### config.mk
export PLATFORM = sky130hd
export DESIGN_NAME = lbx_exec
export DESIGN_NICKNAME = d
export VERILOG_FILES = /design/src/logic/lbx_decode.v /design/src/logic/lbx_branch.v /design/src/logic/lbx_exec.v
export VERILOG_INCLUDE_DIRS = /design/src /design/src/pkg
export SDC_FILE = /design/constraint.sdc
export NUM_CORES = 1
export LEC_CHECK = 0
export BUFFER_PORTS_ARGS = -buffer_cell sky130_fd_sc_hd__buf_2
export CAP_MARGIN = 20
export CORE_ASPECT_RATIO = 0.75
export CORE_MARGIN = 1
export CORE_UTILIZATION = 45
export DETAILED_ROUTE_END_ITERATION = 16
export PLACE_DENSITY = 0.71
export SYNTH_ARGS = -nofsm -noshare
export SYNTH_HDL_FRONTEND = slang
export SYNTH_SLANG_ARGS = --single-unit
### constraint.sdc
create_clock -name sys_clk -period 3.86 [get_ports sys_clk]
set_input_delay 0.772 -clock sys_clk [delete_from_list [all_inputs] [get_ports sys_clk]]
set_output_delay 0.772 -clock sys_clk [all_outputs]
set_load 0.05 [all_outputs]
### src/pkg/lbx_defines.vh
// Constants shared by the logic and branch execution block
`ifndef LBX_DEFINES_VH
`define LBX_DEFINES_VH
// ==========================================
// Opcode patterns and field positions
`define LBX_AND_OPC 6'h05
`define LBX_AND_OPC_HI 15
`define LBX_AND_OPC_LO 10
`define LBX_TOG_OPC 4'h7
`define LBX_TOG_OPC_HI 15
`define LBX_TOG_OPC_LO 12
`define LBX_BC_OPC 8'he2
`define LBX_BOV_OPC 8'he4
`define LBX_BR_OPC_HI 15
`define LBX_BR_OPC_LO 8
`define LBX_D_BIT 9
`define LBX_A_BIT 8
`define LBX_BIT_HI 11
`define LBX_BIT_LO 9
`define LBX_F_HI 7
`define LBX_F_LO 0
`define LBX_N_HI 7
`define LBX_N_LO 0
// ==========================================
// Quarter phases and timing counts
`define LBX_Q1 2'h0
`define LBX_Q2 2'h1
`define LBX_Q3 2'h2
`define LBX_Q4 2'h3
`define LBX_Q_STEP 2'h1
`define LBX_PC_STEP 2
// ==========================================
// Access bank and reset values
`define LBX_ACC_SPLIT 8'h80
`define LBX_ACC_LO_BANK 4'h0
`define LBX_ACC_HI_BANK 4'hf
`define LBX_NOP_WORD 16'h0000
`define LBX_PC_RESET 0
`define LBX_BYTE_RESET 8'h00
`define LBX_ADDR_RESET 12'h000
`endif

### src/logic/lbx_decode.v
// Instruction word field decoder
`default_nettype none
module lbx_decode (
  input wire [15:0] instr_word,
  output wire is_and,
  output wire is_tog,
  output wire is_bc,
  output wire is_bov,
  output wire dest_file,
  output wire use_bank_reg,
  output wire [7:0] file_off,
  output wire [2:0] bit_num,
  output wire [7:0] br_offset
);
`include "lbx_defines.vh"
  // ==========================================
  // Opcode match
  assign is_and = instr_word[`LBX_AND_OPC_HI:`LBX_AND_OPC_LO] == `LBX_AND_OPC;
  assign is_tog = instr_word[`LBX_TOG_OPC_HI:`LBX_TOG_OPC_LO] == `LBX_TOG_OPC;
  assign is_bc = instr_word[`LBX_BR_OPC_HI:`LBX_BR_OPC_LO] == `LBX_BC_OPC;
  assign is_bov = instr_word[`LBX_BR_OPC_HI:`LBX_BR_OPC_LO] == `LBX_BOV_OPC;
  // ==========================================
  // Operand fields
  assign dest_file = instr_word[`LBX_D_BIT];
  assign use_bank_reg = instr_word[`LBX_A_BIT];
  assign file_off = instr_word[`LBX_F_HI:`LBX_F_LO];
  assign bit_num = instr_word[`LBX_BIT_HI:`LBX_BIT_LO];
  assign br_offset = instr_word[`LBX_N_HI:`LBX_N_LO];
endmodule // lbx_decode
`default_nettype wire

### src/logic/lbx_branch.v
// Shared relative branch datapath
`default_nettype none
module lbx_branch #(
  parameter PCW = 21
) (
  input wire [PCW-1:0] pc_cur,
  input wire [7:0] offset,
  input wire sel_ovf,
  input wire carry_flag,
  input wire overflow_flag,
  output wire taken,
  output wire [PCW-1:0] target
);
`include "lbx_defines.vh"
  localparam [31:0] PC_STEP_W = `LBX_PC_STEP;
  localparam [PCW-1:0] PC_STEP = PC_STEP_W[PCW-1:0];
  wire [PCW-1:0] off2_ext;
  wire [PCW-1:0] pc_inc;
  // ==========================================
  // Target and condition
  assign off2_ext = {{(PCW-9){offset[7]}}, offset, 1'b0};
  assign pc_inc = pc_cur + PC_STEP;
  assign target = pc_inc + off2_ext;
  assign taken = sel_ovf ? overflow_flag : carry_flag;
endmodule // lbx_branch
`default_nettype wire

### src/logic/lbx_exec.v
// Execution unit for AND with file, bit toggle and carry/overflow branches
`default_nettype none
module lbx_exec #(
  parameter PCW = 21
) (
  input wire sys_clk,
  input wire reset_n,
  input wire clk_en,
  input wire [15:0] instr_word,
  input wire [7:0] wreg_value,
  input wire [3:0] bank_select_reg,
  input wire carry_flag,
  input wire overflow_flag,
  input wire [7:0] file_rd_data,
  output wire [1:0] quarter,
  output wire [PCW-1:0] program_counter,
  output wire [11:0] file_addr,
  output wire file_rd_en,
  output wire file_wr_en,
  output wire [7:0] file_wr_data,
  output wire wreg_wr_en,
  output wire [7:0] wreg_wr_data,
  output wire flag_wr_en,
  output wire neg_flag,
  output wire zero_flag,
  output wire pc_wr_en,
  output wire nop_cycle
);
`include "lbx_defines.vh"
  localparam [31:0] PC_STEP_W = `LBX_PC_STEP;
  localparam [31:0] PC_RESET_W = `LBX_PC_RESET;
  localparam [PCW-1:0] PC_STEP = PC_STEP_W[PCW-1:0];
  localparam [PCW-1:0] PC_RESET = PC_RESET_W[PCW-1:0];

  // ==========================================
  // State
  reg [1:0] q_q;
  reg [1:0] q_d;
  reg [15:0] ir_q;
  reg [15:0] ir_d;
  reg flush_q;
  reg flush_d;
  reg [PCW-1:0] pc_q;
  reg [PCW-1:0] pc_d;
  reg [PCW-1:0] target_q;
  reg [PCW-1:0] target_d;
  reg taken_q;
  reg taken_d;
  reg [7:0] opnd_q;
  reg [7:0] opnd_d;
  reg [11:0] faddr_q;
  reg [11:0] faddr_d;
  reg frd_q;
  reg frd_d;
  reg fwr_q;
  reg fwr_d;
  reg [7:0] fdat_q;
  reg [7:0] fdat_d;
  reg wwr_q;
  reg wwr_d;
  reg [7:0] wdat_q;
  reg [7:0] wdat_d;
  reg flg_q;
  reg flg_d;
  reg neg_q;
  reg neg_d;
  reg zero_q;
  reg zero_d;
  reg pcw_q;
  reg pcw_d;

  // ==========================================
  // Decoders for incoming and held words
  wire nw_and;
  wire nw_tog;
  wire nw_bank;
  wire [7:0] nw_off;
  wire cu_and;
  wire cu_tog;
  wire cu_bc;
  wire cu_bov;
  wire cu_dest;
  wire [2:0] cu_bit;
  wire [7:0] cu_boff;

  lbx_decode u_dec_new (
    .instr_word(ir_d),
    .is_and(nw_and),
    .is_tog(nw_tog),
    .is_bc(),
    .is_bov(),
    .dest_file(),
    .use_bank_reg(nw_bank),
    .file_off(nw_off),
    .bit_num(),
    .br_offset()
  );

  lbx_decode u_dec_cur (
    .instr_word(ir_q),
    .is_and(cu_and),
    .is_tog(cu_tog),
    .is_bc(cu_bc),
    .is_bov(cu_bov),
    .dest_file(cu_dest),
    .use_bank_reg(),
    .file_off(),
    .bit_num(cu_bit),
    .br_offset(cu_boff)
  );

  // ==========================================
  // Branch datapath
  wire br_cond;
  wire [PCW-1:0] br_target;

  lbx_branch #(
    .PCW(PCW)
  ) u_branch (
    .pc_cur(pc_q),
    .offset(cu_boff),
    .sel_ovf(cu_bov),
    .carry_flag(carry_flag),
    .overflow_flag(overflow_flag),
    .taken(br_cond),
    .target(br_target)
  );

  // ==========================================
  // Data results
  wire [7:0] and_res;
  wire [7:0] tog_res;
  wire [7:0] bit_mask;
  wire [11:0] bank_addr;

  assign and_res = wreg_value & opnd_q;
  assign bit_mask = 8'h01 << cu_bit;
  assign tog_res = opnd_q ^ bit_mask;
  assign bank_addr = nw_bank ? {bank_select_reg, nw_off} :
    ((nw_off < `LBX_ACC_SPLIT) ? {`LBX_ACC_LO_BANK, nw_off} :
    {`LBX_ACC_HI_BANK, nw_off});

  // ==========================================
  // Quarter sequencing
  always @*
  begin
    q_d = q_q + `LBX_Q_STEP;
    ir_d = ir_q;
    flush_d = flush_q;
    pc_d = pc_q;
    target_d = target_q;
    taken_d = taken_q;
    opnd_d = opnd_q;
    faddr_d = faddr_q;
    frd_d = frd_q;
    fwr_d = fwr_q;
    fdat_d = fdat_q;
    wwr_d = wwr_q;
    wdat_d = wdat_q;
    flg_d = flg_q;
    neg_d = neg_q;
    zero_d = zero_q;
    pcw_d = pcw_q;
    case (q_q)
      `LBX_Q1:
      begin
        // Decode; the flush cycle executes as a no-op
        ir_d = flush_q ? `LBX_NOP_WORD : instr_word;
        faddr_d = bank_addr;
        frd_d = nw_and | nw_tog;
      end
      `LBX_Q2:
      begin
        // Read file operand from file_rd_data
        frd_d = 1'b0;
        opnd_d = file_rd_data;
      end
      `LBX_Q3:
      begin
        // Process and arm Q4 writes
        if (cu_and)
        begin
          fwr_d = cu_dest;
          fdat_d = and_res;
          wwr_d = ~cu_dest;
          wdat_d = and_res;
          flg_d = 1'b1;
          neg_d = and_res[7];
          zero_d = (and_res == 8'h00);
        end
        else if (cu_tog)
        begin
          fwr_d = 1'b1;
          fdat_d = tog_res;
        end
        taken_d = (cu_bc | cu_bov) & br_cond;
        pcw_d = (cu_bc | cu_bov) & br_cond;
        target_d = br_target;
      end
      `LBX_Q4:
      begin
        // Close the instruction cycle
        fwr_d = 1'b0;
        wwr_d = 1'b0;
        flg_d = 1'b0;
        pcw_d = 1'b0;
        taken_d = 1'b0;
        if (taken_q)
        begin
          pc_d = target_q;
        end
        else if (!flush_q)
        begin
          pc_d = pc_q + PC_STEP;
        end
        flush_d = taken_q;
      end
      default:
      begin
        q_d = `LBX_Q1;
      end
    endcase
  end

  // ==========================================
  // Registers
  always @(posedge sys_clk or negedge reset_n)
  begin
    if (!reset_n)
    begin
      q_q <= `LBX_Q1;
      ir_q <= `LBX_NOP_WORD;
      flush_q <= 1'b0;
      pc_q <= PC_RESET;
      target_q <= PC_RESET;
      taken_q <= 1'b0;
      opnd_q <= `LBX_BYTE_RESET;
      faddr_q <= `LBX_ADDR_RESET;
      frd_q <= 1'b0;
      fwr_q <= 1'b0;
      fdat_q <= `LBX_BYTE_RESET;
      wwr_q <= 1'b0;
      wdat_q <= `LBX_BYTE_RESET;
      flg_q <= 1'b0;
      neg_q <= 1'b0;
      zero_q <= 1'b0;
      pcw_q <= 1'b0;
    end
    else if (clk_en)
    begin
      q_q <= q_d;
      ir_q <= ir_d;
      flush_q <= flush_d;
      pc_q <= pc_d;
      target_q <= target_d;
      taken_q <= taken_d;
      opnd_q <= opnd_d;
      faddr_q <= faddr_d;
      frd_q <= frd_d;
      fwr_q <= fwr_d;
      fdat_q <= fdat_d;
      wwr_q <= wwr_d;
      wdat_q <= wdat_d;
      flg_q <= flg_d;
      neg_q <= neg_d;
      zero_q <= zero_d;
      pcw_q <= pcw_d;
    end
  end

  // ==========================================
  // Outputs
  assign quarter = q_q;
  assign program_counter = pc_q;
  assign file_addr = faddr_q;
  assign file_rd_en = frd_q;
  assign file_wr_en = fwr_q;
  assign file_wr_data = fdat_q;
  assign wreg_wr_en = wwr_q;
  assign wreg_wr_data = wdat_q;
  assign flag_wr_en = flg_q;
  assign neg_flag = neg_q;
  assign zero_flag = zero_q;
  assign pc_wr_en = pcw_q;
  assign nop_cycle = flush_q;
endmodule // lbx_exec
`default_nettype wire

### After elaboration in Yosys (flattened, before gate mapping)

Cells that the tools add are included.

| word-level totals | value |
|---|---|
| register bits | 104 |

| operators by class | value |
|---|---|
| add/sub/neg operators | 3 |
| $lt $le $gt $ge | 1 |
| eq/ne operators | 12 |
| shift operators | 1 |
| reduce and logical (&&, ||, !) cells | 16 |
| bitwise operators | 6 |
| muxes and demuxes | 18 |

Operators by type and width:

| kind | count |
|---|---|
| 2-to-1 mux 21 bit | 2 |
| 2-to-1 mux 16 bit | 2 |
| 2-to-1 mux 12 bit | 2 |
| adder 21 x 2 -> 21 bit, second input constant | 1 |
| adder 21 bit | 1 |
| equality test 8 bit, second input constant | 2 |
| 2-to-1 mux 8 bit | 2 |
| AND reduction 3 bit | 5 |
| equality test 6 x 3 -> 1 bit, second input constant | 2 |
| AND reduction 2 bit | 6 |
| case mux 1 bit (2 select lines) | 5 |
| AND 8 bit | 1 |
| equality test 4 x 3 -> 1 bit, second input constant | 2 |
| zero test 8 bit | 1 |
| < comparator 8 bit, second input constant | 1 |
| left shift 1 x 3 -> 8 bit, first input constant | 1 |
| XOR 8 bit | 1 |
| nonzero test 2 bit | 3 |
| 2-to-1 mux 1 bit | 5 |
| equality test 2 bit, second input constant | 2 |
| inequality test 3 bit, second input constant | 1 |
| adder 2 x 1 -> 2 bit, second input constant | 1 |
| equality test 2 x 1 -> 1 bit, second input constant | 1 |
| zero test 2 bit | 1 |
| 5 further kinds | 6 |

### Logic depth before layout (Yosys ltp)

| depth | value |
|---|---|
| depth after elaboration | 5 |
| gate-level depth with buffers | 13 |
| gate-level depth less buffers | 13 |

### Modules after synthesis

From an unflattened synthesis, not the netlist that was laid out.

| unflattened totals | value |
|---|---|
| cell total of the unflattened synthesis | 728 |
| area total of the unflattened synthesis | 6810.3 µm² |

Modules (own cells, without submodules):

| module | sequential area each (µm²) | cells each | area each (µm²) | times used |
|---|---|---|---|---|
| lbx_exec | 2577.5 | 496 | 5072.4 | 1 |
| lbx_branch | 0.0 | 172 | 1290.0 | 1 |
| lbx_decode | 0.0 | 30 | 224.0 | 2 |

### Worst setup path before layout

Ideal clock, no wire load.

| timing | value |
|---|---|
| path kind | register to register |
| start point | register pc_q[1], in the netlist program_counter[1] |
| end point | register target_q[20] |
| library setup time | 0.092 ns |
| slack | 0.410 ns |
| buffers on the path | 0 |
| data arrival time | 3.358 ns |
| period minus slack after synthesis | 3.450 ns |
| stages on the path, launching flop included | 14 |
| data required time | 3.768 ns |
| cell sequence | dfrtp_1 ha_1 nand4_1 or3_1 nor2_1 nand2_1 xnor2_1 ha_1 a21oi_1 nand2_1 a311oi_1 nor2_1 o31a_1 o31ai_2 |

| between the ends | value |
|---|---|
| longest elaborated chain between the ends | 2 |

Ends and longest elaborated chain:

| element | line | source |
|---|---|---|
| from (decl) | lbx_exec.v:43 | `reg [PCW-1:0] pc_q;` |
| from (signal assigned) | lbx_exec.v:254 | `pc_q <= pc_d;` |
| adder 21 x 2 -> 21 bit | lbx_branch.v:22 | `assign pc_inc = pc_cur + PC_STEP;` |
| adder 21 bit | lbx_branch.v:23 | `assign target = pc_inc + off2_ext;` |
| to (signal assigned) | lbx_exec.v:255 | `target_q <= target_d;` |
| to (decl) | lbx_exec.v:45 | `reg [PCW-1:0] target_q;` |

Every way passes these cells.
A chain may end at the register's enable or synchronous reset.

### Worst setup path after layout

| timing | value |
|---|---|
| start point | register pc_q[6], in the netlist program_counter[6] |
| end point | register target_q[20] |

Same word-level chain as after synthesis.

==> out/qor.txt <==
Power Density = 701 nW/µm²
Register share of total power = 0.373
Tmin final = 3.63 ns
Post-route ant nets = 0
Crit Path Max Fanout = 9
Clk root buf = clkbuf_16
Chip width = 134 µm
Worst reg2reg path depth = 11
Fillers = 1152
Post-synth ARST share = 1.00
Skew final = 0.00823 ns
FF+latch count, synth = 103
Post-CTS setup buffers = 0
IO Port Bufs = 99
Layout cell share with drive strength beyond 1 = 0.215
Dominant cells by area after synthesis = dfrtp_1 44%, nand2_1 7.8%, ha_1 5.3%
Top FF cell, synth = dfrtp_1
Worst Tran Pin Value = 1.10 ns
Count of pins over their slew limit = 0
Largest net degree at the start of global routing = 53
Switch share = 0.449
Wire per inst = 17.0 µm
DRT Wirelength = 15200 µm
Initial core utilization = 0.470
Cells after Synth = 638
Hold WC Path Type = in2async
Final cycle utilization of the critical path = 0.941
# rows = 35
Clock Power Share = 0.188
RSZ-0062 raised after global routing = no
R2R setup slack = 0.23 ns
Core Footprint = 12500 µm²
FMAX = 275 MHz
Mean post-synth cell area = 9.22 µm²
Post-CTS resize count = 0
Seq/Total Area, Yosys = 0.438
Kind of critical path = reg2reg
Critical path startpoint category = register
Largest area contributor in the netlist = dfrtp_1
GRT Overall Usage = 0.234
Syn_nets = 705
Outcome = finished, final reports clean
Gr ovfl total = 0
Chip height = 101 µm
Final core occ = 0.542
Worst EP required = 4.12 ns
Distinct cell type count after synthesis = 63
Max clock buf depth = 2
ANT cells = 0
Dpl hpwl = 11200 µm
Synth warn = 0
Area delta synth->final = 15.3%
Final setup fails = 0
R2r endpoint = target_q[20]
NumNets Final = 789
Clk Latency, worst-skew pair = 0.35 ns
Reg2reg start = program_counter[6]
CTS tree = yes
Rel. slew slack = 0.264
Clk sink count = 103
Final hold vios = 0
I/O pin count = 100
Total clock buffers created by CTS = 9
Post-CTS Hold Fix Bufs = 0
Area of the mapped netlist = 5880 µm²
Initial antenna violation count = 0
EDFF count, synth = 0
Int Pwr = 0.00262 W
Share of the synthesized area in the top cell type = 0.438
DRT Pass-1 Iters = 5
NetSw = 0.00213 W
CTS H-tree depth = 3
WP data arrival = 3.89 ns
Gate power share = 0.439
Max-cap violations = 0
First-pass GRT wire length = 24600 µm
Leakage = 3.30 nW
Remaining DRCs = 0
Routed via count = 5067
Max VDD drop = 447 µV
GPL Wtd Cong = 0.902
Clk slew on worst S/H paths = 0.07 ns
CP endpoint kind = register
Via/cell ratio = 5.67
Vias in the first global route = 4785
Die Area = 13500 µm²
Setup TNS = 0 ns
Initial DRC count = 372
[area by class of cell]
type | instances | area (µm²) | area share
timing repair buffer | 108 | 586 | 0.0863
sequential | 103 | 2580 | 0.380
clock buffer | 10 | 239 | 0.0352
inverter | 13 | 48.8 | 0.00719
clock inverter | 6 | 51.3 | 0.00756
tap | 166 | 208 | 0.0306
multi-input combinational | 487 | 3070 | 0.453
[state kept, by name, indices dropped and copies added, names as in the netlist]
register / cells
zero_flag: 1
quarter: 2
file_rd_en: 1
file_addr: 12
pc_wr_en: 1
wreg_wr_data: 8
file_wr_data: 8
nop_cycle: 1
target_q: 21
program_counter: 21
wreg_wr_en: 1
opnd_q: 8
file_wr_en: 1
flag_wr_en: 1
ir_q: 16
[power groups by stage]
stage | combinational, W | sequential, W | clock (W)
after CTS | 0.00207 | 0.00176 | 0.000919
after global routing | 0.00230 | 0.00181 | 0.000965
after detailed placement | 0.00206 | 0.00178 | 0
after floorplan | 0.00116 | 0.00214 | 0
after global placement | 0.00200 | 0.00176 | 0
final | 0.00209 | 0.00177 | 0.000894
[stage by stage]
stage	hold WS (ns)	setup WS (ns)	instance area (µm²)	power, W	std cells
6_report	0.444	0.229	6780	0.00475	893
5_1_grt	0.503	0.0111	6780	0.00508	893
4_1_cts	0.484	0.319	6750	0.00475	892
3_5_place_dp	0.469	0.338	6460	0.00384	876
3_3_place_gp	0.457	0.516	6460	0.00376	876
2_1_floorplan	0.442	0.410	5880	0.00330	638
[per-layer routing]
layer	vias up	routed length, µm	global-route usage
met5	-	0	0
met4	0	195	0.0579
met3	14	981	0.0447
met2	179	6540	0.361
met1	2424	7440	0.340
li1	2450	-	-
[critical path, cell delays in order (launching register included)]
cell,delay [ns]
dfrtp_1,0.49
nand4_1,0.25
nor3_1,0.54
and3_1,0.32
xor2_1,0.09
ha_1,0.44
and4_1,0.28
and3_1,0.21
nand3_1,0.09
o41ai_1,0.51
nor4_1,0.14
o31ai_2,0.19
[cell usage in the layout (no fill, tap or decap), types with 12 or more instances in the layout]
cell type	n
a22o_1	16
o21ai_1	12
nand3_1	21
inv_1	12
xnor2_1	19
nor2_1	28
o21ai_0	62
nand2_1	123
mux2i_1	12
xor2_1	14
a21oi_1	32
dfrtp_1	103
mux2_2	14
ha_1	25
buf_2	98
[cells in the mapped netlist, types with 3 or more instances]
cell,instances
dfrtp_1,103
nor2_1,29
ha_1,25
a21oi_1,32
a22oi_1,7
o21bai_1,4
inv_1,12
clkbuf_1,23
buf_6,6
a31o_2,4
mux2i_1,12
buf_2,3
a211oi_1,5
buf_4,3
xnor2_1,19
and2_1,3
nor3_1,7
nand3_1,21
and4_1,4
o21ai_1,13
o211ai_1,10
nand4_1,9
o21ai_0,62
a22o_1,16
xor2_1,14
and3_1,6
mux2_2,14
nand2_1,123
[cell families (layout without fill, tap and decap cells)]
logic type / after synthesis / after routing / synth area share
adder cells (fa/ha/maj): 26 / 26 / 0.0566
AO/OA/AOI/OAI: 181 / 181 / 0.195
multiplexers: 26 / 26 / 0.0472
flip-flops: 103 / 103 / 0.438
buffers and inverters: 48 / 137 / 0.0408
XOR/XNOR: 33 / 33 / 0.0491
AND/OR/NAND/NOR: 221 / 221 / 0.174
[how the worst max path moves through the flow]
stage                             startpoint      endpoint  slack [ns]
after floorplan           program_counter[1]  target_q[20]        0.41
after detailed placement  program_counter[1]  target_q[20]        0.34
after global placement    program_counter[1]  target_q[20]        0.52
final                     program_counter[6]  target_q[20]        0.23
after CTS                 program_counter[1]  target_q[20]        0.32
after global routing      program_counter[3]  target_q[20]        0.01
Note: power is estimated with default switching activity, not from simulation.
